<file path="config.mk">
export PLATFORM = sky130hd
export DESIGN_NAME = pwm_timer
export DESIGN_NICKNAME = d
export VERILOG_FILES = /design/src/pwm_pkg.sv /design/src/pwm_prescaler.sv /design/src/pwm_filter.sv /design/src/pwm_timer.sv
export SDC_FILE = /design/constraint.sdc
export NUM_CORES = 1
export LEC_CHECK = 0
export ABC_AREA = 1
export BUFFER_PORTS_ARGS = -buffer_cell sky130_fd_sc_hd__buf_4
export CAP_MARGIN = 20
export CORE_ASPECT_RATIO = 1.75
export CORE_MARGIN = 2
export CORE_UTILIZATION = 57
export DETAILED_ROUTE_END_ITERATION = 8
export GPL_TIMING_DRIVEN = 0
export PLACE_DENSITY = 0.79
export SLEW_MARGIN = 5
export SYNTH_ARGS = -nofsm -noshare
export SYNTH_HDL_FRONTEND = slang
export SYNTH_SLANG_ARGS = --single-unit
</file>
<file path="constraint.sdc">
create_clock -name clk_i -period 2.1 [get_ports clk_i]
set_input_delay 0.21 -clock clk_i [delete_from_list [all_inputs] [get_ports clk_i]]
set_output_delay 0.21 -clock clk_i [all_outputs]
set_load 0.02 [all_outputs]
</file>
<file path="src/pwm_pkg.sv">
// package: register map, field positions, reset values and clock choices of the pulse width timer
package pwm_pkg;
    localparam int unsigned ADDR_W = 8;
    localparam int unsigned DATA_W = 8;
    localparam logic [ADDR_W-1:0] OFS_CTRL_STATUS = 8'h34;
    localparam logic [ADDR_W-1:0] OFS_CLOCK_SEL = 8'h35;
    localparam logic [ADDR_W-1:0] OFS_HIGH_RESULT = 8'h36;
    localparam logic [ADDR_W-1:0] OFS_LOW_RESULT = 8'h37;
    // control/status field positions
    localparam int unsigned BIT_FILT_LEVEL = 6;
    localparam int unsigned BIT_OVF_IRQ_EN = 5;
    localparam int unsigned BIT_HIGH_OVF = 4;
    localparam int unsigned BIT_LOW_OVF = 3;
    localparam int unsigned BIT_EDGE_HI = 2;
    localparam int unsigned BIT_EDGE_LO = 1;
    localparam int unsigned BIT_EDGE_FLAG = 0;
    // clock select field positions
    localparam int unsigned BIT_CNT_SEL_HI = 3;
    localparam int unsigned BIT_CNT_SEL_LO = 2;
    localparam int unsigned BIT_FLT_SEL_HI = 1;
    localparam int unsigned BIT_FLT_SEL_LO = 0;
    // edge select codes
    localparam logic [1:0] EDGE_NONE = 2'h0;
    localparam logic [1:0] EDGE_RISE = 2'h1;
    localparam logic [1:0] EDGE_FALL = 2'h2;
    localparam logic [1:0] EDGE_BOTH = 2'h3;
    // reset values and counter limit
    localparam logic [1:0] RST_SEL = 2'h0;
    localparam logic [7:0] RST_RESULT = 8'h00;
    localparam logic [7:0] CNT_ZERO = 8'h00;
    localparam logic [7:0] CNT_MAX = 8'hff;
    // filter integrator
    localparam logic [2:0] FILT_LEVEL_MIN = 3'h0;
    localparam logic [2:0] FILT_LEVEL_MAX = 3'h6;
    // prescaler: count periods 2,4,8,16 and filter periods 1,2,4,8 instruction cycles
    localparam int unsigned PRESC_W = 4;
    localparam int unsigned CNT_SHIFT_BASE = 1;
    localparam int unsigned FLT_SHIFT_BASE = 0;
    typedef logic [7:0] pwm_byte_t;
endpackage

</file>
<file path="src/pwm_prescaler.sv">
// prescaler: one-cycle enables with periods of 2^(base+sel) instruction cycles
`timescale 1ns/1ps
module pwm_prescaler import pwm_pkg::*; #(
    parameter int unsigned WIDTH = PRESC_W
) (
    input wire logic clk_i,
    input wire logic rstn_i,
    input wire logic inst_en_i,
    input wire logic [1:0] cnt_sel_i,
    input wire logic [1:0] flt_sel_i,
    output logic cnt_tick_o,
    output logic flt_tick_o
);
    typedef struct packed {
        logic [WIDTH-1:0] div;
    } pwm_presc_state_t;

    pwm_presc_state_t s_q;
    pwm_presc_state_t s_d;

    // refused at elaboration: the 16-cycle count period needs four divider bits
    if (WIDTH < 4) begin : g_width_check
        $error("prescaler too narrow for 16-cycle period");
    end

    // enable fires when all bits below the chosen period are ones
    function automatic logic tick_at(input logic [WIDTH-1:0] div, input int unsigned n);
        logic [WIDTH-1:0] mask;
        mask = WIDTH'((1 << n) - 1);
        return (div & mask) == mask;
    endfunction

    always_comb begin
        s_d = s_q;
        if (inst_en_i) begin
            s_d.div = s_q.div + WIDTH'(1);
        end
    end

    always_ff @(posedge clk_i) begin
        if (!rstn_i) begin
            s_q <= '0;
        end else begin
            s_q <= s_d;
        end
    end

    assign cnt_tick_o = inst_en_i && tick_at(s_q.div, CNT_SHIFT_BASE + 32'(cnt_sel_i));
    assign flt_tick_o = inst_en_i && tick_at(s_q.div, FLT_SHIFT_BASE + 32'(flt_sel_i));
endmodule // pwm_prescaler

</file>
<file path="src/pwm_filter.sv">
// digital low-pass filter: integrator over levels 0..6 with hysteresis output
`timescale 1ns/1ps
module pwm_filter import pwm_pkg::*; (
    input wire logic clk_i,
    input wire logic rstn_i,
    input wire logic sample_en_i,
    input wire logic pulse_i,
    output logic level_o
);
    typedef struct packed {
        logic [2:0] acc;
        logic out;
    } pwm_filt_state_t;

    pwm_filt_state_t s_q;
    pwm_filt_state_t s_d;

    always_comb begin
        s_d = s_q;
        if (sample_en_i) begin
            if (pulse_i && s_q.acc != FILT_LEVEL_MAX) begin
                s_d.acc = s_q.acc + 3'h1;
            end else if (!pulse_i && s_q.acc != FILT_LEVEL_MIN) begin
                s_d.acc = s_q.acc - 3'h1;
            end
        end
        // output changes only at the end levels, held in between
        if (s_d.acc == FILT_LEVEL_MAX) begin
            s_d.out = 1'b1;
        end else if (s_d.acc == FILT_LEVEL_MIN) begin
            s_d.out = 1'b0;
        end
    end

    always_ff @(posedge clk_i) begin
        if (!rstn_i) begin
            s_q <= '0;
        end else begin
            s_q <= s_d;
        end
    end

    assign level_o = s_q.out;
endmodule // pwm_filter

</file>
<file path="src/pwm_timer.sv">
// pulse width measurement timer: registers, edge detector, counter and interrupt request
//
// Decided for this implementation: strobed register access.
`timescale 1ns/1ps
// Functional notes
// bit 6 reads filtered level, read only
// overflow enable gates overflow flags onto request
// overflow while high sets high flag
// overflow while low sets low flag
// write 0 clears flag, 1 ignored
// code 01: rising edges, low register, request
// code 10: falling edges, high register, request
// code 11: both edges, both registers
// code 00: no detection, no request
// edge selection itself enables edge request
// edge flag set on selected edge
// software writes zero to reserved bit
// reserved bit always reads zero
// unused bits ignore writes, read zero
// clock bits 3:2 choose count clock
// clock bits 1:0 choose filter clock
// high register captures on falling edge
// low register captures on rising edge
// counter clears after latching on edge
// filter integrates levels zero to six
// periods 2..16 count, 1..8 filter
// select codes ascend to longer periods
// edge and overflow share one request
module pwm_timer import pwm_pkg::*; (
    input wire logic clk_i,
    input wire logic rstn_i,
    input wire logic inst_en_i,
    input wire logic pulse_input_pin_i,
    input wire logic [ADDR_W-1:0] addr_i,
    input wire logic [DATA_W-1:0] wdata_i,
    input wire logic wr_i,
    input wire logic rd_i,
    output logic [DATA_W-1:0] rdata_o,
    output logic shared_irq_line_o
);
    typedef struct packed {
        logic overflow_irq_enable;
        logic high_overflow_flag;
        logic low_overflow_flag;
        logic [1:0] edge_select;
        logic edge_detect_flag;
        logic [1:0] count_clock_sel;
        logic [1:0] filter_clock_sel;
        pwm_byte_t high_width_result;
        pwm_byte_t low_width_result;
        pwm_byte_t counter;
        logic level_prev;
        pwm_byte_t rdata;
    } pwm_state_t;

    pwm_state_t s_q;
    pwm_state_t s_d;

    logic cnt_tick;
    logic flt_tick;
    logic filtered_pulse;
    logic rise;
    logic fall;
    logic rise_sel;
    logic fall_sel;
    logic overflow;
    logic wr_ctrl;
    logic wr_clk;

    pwm_prescaler #(
        .WIDTH(PRESC_W)
    ) u_presc (
        .clk_i(clk_i),
        .rstn_i(rstn_i),
        .inst_en_i(inst_en_i),
        .cnt_sel_i(s_q.count_clock_sel),
        .flt_sel_i(s_q.filter_clock_sel),
        .cnt_tick_o(cnt_tick),
        .flt_tick_o(flt_tick)
    );

    pwm_filter u_filter (
        .clk_i(clk_i),
        .rstn_i(rstn_i),
        .sample_en_i(flt_tick),
        .pulse_i(pulse_input_pin_i),
        .level_o(filtered_pulse)
    );

    // read mux shared by the data register and nothing else
    function automatic pwm_byte_t read_value(input pwm_state_t s, input logic lvl,
                                             input logic [ADDR_W-1:0] a);
        pwm_byte_t v;
        v = '0;
        case (a)
            OFS_CTRL_STATUS: begin
                v[BIT_FILT_LEVEL] = lvl;
                v[BIT_OVF_IRQ_EN] = s.overflow_irq_enable;
                v[BIT_HIGH_OVF] = s.high_overflow_flag;
                v[BIT_LOW_OVF] = s.low_overflow_flag;
                v[BIT_EDGE_HI] = s.edge_select[1];
                v[BIT_EDGE_LO] = s.edge_select[0];
                v[BIT_EDGE_FLAG] = s.edge_detect_flag;
            end
            OFS_CLOCK_SEL: begin
                // bit 7 and unused bits 6:4 read as zero
                v[BIT_CNT_SEL_HI] = s.count_clock_sel[1];
                v[BIT_CNT_SEL_LO] = s.count_clock_sel[0];
                v[BIT_FLT_SEL_HI] = s.filter_clock_sel[1];
                v[BIT_FLT_SEL_LO] = s.filter_clock_sel[0];
            end
            OFS_HIGH_RESULT: begin
                v = s.high_width_result;
            end
            OFS_LOW_RESULT: begin
                v = s.low_width_result;
            end
            default: begin
                v = '0;
            end
        endcase
        return v;
    endfunction

    assign rise = filtered_pulse && !s_q.level_prev;
    assign fall = !filtered_pulse && s_q.level_prev;
    // edge select code both chooses the edge and enables its request
    assign rise_sel = rise && s_q.edge_select[0];
    assign fall_sel = fall && s_q.edge_select[1];
    assign overflow = cnt_tick && (s_q.counter == CNT_MAX);
    assign wr_ctrl = wr_i && (addr_i == OFS_CTRL_STATUS);
    assign wr_clk = wr_i && (addr_i == OFS_CLOCK_SEL);

    always_comb begin
        s_d = s_q;
        s_d.level_prev = filtered_pulse;

        // software writes first, so hardware events below win over a clear
        if (wr_ctrl) begin
            s_d.overflow_irq_enable = wdata_i[BIT_OVF_IRQ_EN];
            s_d.edge_select = {wdata_i[BIT_EDGE_HI], wdata_i[BIT_EDGE_LO]};
            s_d.high_overflow_flag = s_q.high_overflow_flag & wdata_i[BIT_HIGH_OVF];
            s_d.low_overflow_flag = s_q.low_overflow_flag & wdata_i[BIT_LOW_OVF];
            s_d.edge_detect_flag = s_q.edge_detect_flag & wdata_i[BIT_EDGE_FLAG];
        end
        if (wr_clk) begin
            // reserved and unused bits are dropped on write
            s_d.count_clock_sel = {wdata_i[BIT_CNT_SEL_HI], wdata_i[BIT_CNT_SEL_LO]};
            s_d.filter_clock_sel = {wdata_i[BIT_FLT_SEL_HI], wdata_i[BIT_FLT_SEL_LO]};
        end

        // counter runs on the count enable and wraps at overflow
        if (cnt_tick) begin
            s_d.counter = s_q.counter + 8'h01;
        end
        if (overflow && filtered_pulse) begin
            s_d.high_overflow_flag = 1'b1;
        end
        if (overflow && !filtered_pulse) begin
            s_d.low_overflow_flag = 1'b1;
        end

        if (fall) begin
            s_d.high_width_result = s_q.counter;
        end
        if (rise) begin
            s_d.low_width_result = s_q.counter;
        end
        if (rise_sel || fall_sel) begin
            s_d.counter = CNT_ZERO;
            s_d.edge_detect_flag = 1'b1;
        end

        if (rd_i) begin
            s_d.rdata = read_value(s_q, filtered_pulse, addr_i);
        end else begin
            s_d.rdata = '0;
        end
    end

    always_ff @(posedge clk_i) begin
        if (!rstn_i) begin
            s_q.overflow_irq_enable <= 1'b0;
            s_q.high_overflow_flag <= 1'b0;
            s_q.low_overflow_flag <= 1'b0;
            s_q.edge_select <= RST_SEL;
            s_q.edge_detect_flag <= 1'b0;
            s_q.count_clock_sel <= RST_SEL;
            s_q.filter_clock_sel <= RST_SEL;
            s_q.high_width_result <= RST_RESULT;
            s_q.low_width_result <= RST_RESULT;
            s_q.counter <= CNT_ZERO;
            s_q.level_prev <= 1'b0;
            s_q.rdata <= RST_RESULT;
        end else begin
            s_q <= s_d;
        end
    end

    assign rdata_o = s_q.rdata;
    // edge flag only requests while an edge is selected
    assign shared_irq_line_o = (s_q.edge_detect_flag && (s_q.edge_select != EDGE_NONE))
        || (s_q.overflow_irq_enable && (s_q.high_overflow_flag || s_q.low_overflow_flag));
endmodule // pwm_timer

</file>
==> results.txt <==
Top sig layer = met4
Vias in the first global route = 2152
Synthesized net count = 363
DRT Pass-1 Iters = 5
Max_cap viols = 0
CTS Buf Count = 5
Leak pwr = 0.00124 uW
Die ar. = 0.00481 mm2
Starting Density = 58.9%
Warnings from Yosys = 0
Synthesized area per cell = 7.23 um2
Iteration-0 DRC Markers = 70
Final hold slack = 0.147 ns
Actual slew at the worst max-slew pin = 0.457 ns
DR WL met2 = 3080 um
Die H = 90.3 um
ANT cells = 0
Final Skew = 0.00410 ns
Data arrival, critical path = 2.01 ns
Most frequent cell on the critical path = nand2_1
Commonest non-fill, non-tap cell in the layout = nand2_1
Final WS setup = 0.311 ns
Detailed-route wire length = 5470 um
Run status = completed
# hold bufs at CTS = 0
Power Density = 634 mW/mm2
Post-layout min period = 1.79 ns
I/O Buffers = 28
Hold path startpoint = rd_i
Yosys reg bits = 51
RSZ-0062 raised after global routing = no
Routability cong. = 0.929
Post-Place Worst Slack = 0.320 ns
CTS sink cnt = 51
Element type at the critical path end = register
Critical path fanouts, max = 3
Mapped cell area = 0.00242 mm2
Distinct cells, synth = 28
Slew Viols, Final = 0
Biggest cell delay along the critical path = 0.38 ns
Fmax = 0.559 GHz
Postcts setup bufs = 0
DR vias = 2212
Startpoint types = register
Hold Crit Class = in -> reg
Max stage delay cell, worst path = dfxtp_1
Synth Instances = 335
Reg2reg start = u_filter.s_q[1]
Final period util = 85.2%
Delay-heaviest family, CP = simple AND/OR/NAND/NOR gates
CP required = 2.32 ns
CTS resizes = 0
Worst setup startpoint = u_filter.s_q[1]
GRT overflow = 0
Final Hold Viols = 0
Register area share after synthesis = 42.1%
# nets final = 398
Final setup vio count = 0
Root Buffer = clkbuf_8
Worst slew margin = 69.5%
Layout cells sized above 1 = 16.7%
Met3 WL = 172 um
Critical-path cell list = inv_1 > ha_1 > ha_1 > nor2_1 > nand2_1 > nand2_1 > nand2_1 > nand2_1 > nand2_1 > nand2_1 > nand2_1 > nand2_1 > nand2_1 > nand2_1 > inv_1
CTS tree = built
Peak supply drop = 0.000656 V
Filler cell count = 395
Max clock buf depth = 2
Row count = 31
Fin Setup TNS = 0 ns
M1 WL = 2050 um
Antenna violations before repair = 0
Routed Antenna Nets = 0
Clock slew at reported path FFs = 0.09 ns
Area of the multi-input gates = 0.00116 mm2
# IOs = 31
Core area = 0.00411 mm2
Die Width = 53.3 um
WS Path Type = reg -> reg
Reg area = 0.00102 mm2
DRC viols = 0
H-tree Lvls = 2
Most frequent cells in the layout = nand2_1, dfxtp_1, o21ai_0, a21oi_1, inv_1
Via/cell ratio = 5.27
Routed wire length per instance = 13.0 um
Crit path buf inv count = 2
GRT Util Overall = 25.8%
P&R area growth vs syn = 14.9%
Worst-Skew Late Latency = 0.32 ns
DP Wirelength = 4400 um
Pin count of the biggest net entering global routing = 17
First-pass GRT wire length = 9200 um
## state kept, by name, summed over array words and instances, names as in the netlist
| register | count |
|---|---|
| u_filter.s_q | 3 |
| u_filter.level_o | 1 |
| u_presc.s_q | 4 |
| s_q | 35 |
| rdata_o | 8 |
## per-stage QoR
| stage | util [%] | std cells | cell area (um2) | power [uW] |
|---|---|---|---|---|
| 3_5_place_dp | 65.6 | 412 | 2700 | 1230 |
| 4_1_cts | 67.7 | 420 | 2780 | 1780 |
| 5_1_grt | 67.7 | 420 | 2780 | 1830 |
| 6_report | 67.7 | 420 | 2780 | 1770 |
| 2_1_floorplan | - | 335 | 2420 | 1150 |
| 3_3_place_gp | 65.6 | 412 | 2700 | 1220 |
## synth_stat cells (all sizes together)
master  number  area share [%]
nand2       76              12
dfxtp       51              42
inv         44             6.8
o21ai       43             8.9
a21oi       39             8.1
nor2        24             5.2
nand3       21             5.3
buf         10             2.9
nand4        7             1.8
ha           6             3.1
clkbuf       3            0.46
nor3         2            0.62
o21a         2            0.62
o22ai        2            0.52
nor4         1            0.26
o211ai       1            0.31
or2          1            0.26
xnor2        1            0.36
xor2         1            0.36
## report_power, final
part / internal [uW] / leakage, uW / switching, uW
Combinational: 75.0 / 0.000791 / 116
Sequential: 993 / 0.000413 / 20.1
Clock: 232 / 0.0000402 / 329
## worst reg2reg max path, cell delays in order, from the launching register on
cell and delay [ns]:
dfxtp_1 0.38, inv_1 0.09, ha_1 0.21, ha_1 0.21
nor2_1 0.17, nand2_1 0.10, nand2_1 0.08, nand2_1 0.04
nand2_1 0.05, nand2_1 0.05, nand2_1 0.08, nand2_1 0.06
nand2_1 0.05, nand2_1 0.04, nand2_1 0.05, inv_1 0.03
## cells by family (layout without fill, tap and decap cells)
kind of cell,after synthesis,count (layout),synth area share [%]
buffers and inverters,57,93,10.2
adder cells (fa/ha/maj),6,6,3.10
flip-flops,51,51,42.1
AND/OR/NAND/NOR,132,132,25.5
AO/OA/AOI/OAI,87,87,18.4
XOR/XNOR,2,2,0.723
## area by class of cell
cell class / count / share of cell area [%]
Multi-Input combinational cell: 227 / 41.5
Buffer: 13 / 2.92
Sequential cell: 51 / 36.7
Clock buffer: 5 / 2.47
Tap cell: 49 / 2.20
Inverter: 44 / 5.93
Timing Repair Buffer: 28 / 7.55
Clock inverter: 3 / 0.719
## path summary, 6_finish.rpt
| path | end | slack, ns | cells past startpoint |
|---|---|---|---|
| max | u_filter.level_o | 0.31 | 15 |
| max reg2reg | u_filter.level_o | 0.31 | 15 |
| min reg2reg | rdata_o[7] | 0.46 | 2 |
| min | rdata_o[7] | 0.15 | 3 |
## layer usage
layer  up-vias  GRT usage [%]
li1       1160              -
met1       999           25.5
met2        42           46.5
met3        11           4.64
met4         0           15.2
met5         -              0
(Power assumes the default switching activity.)
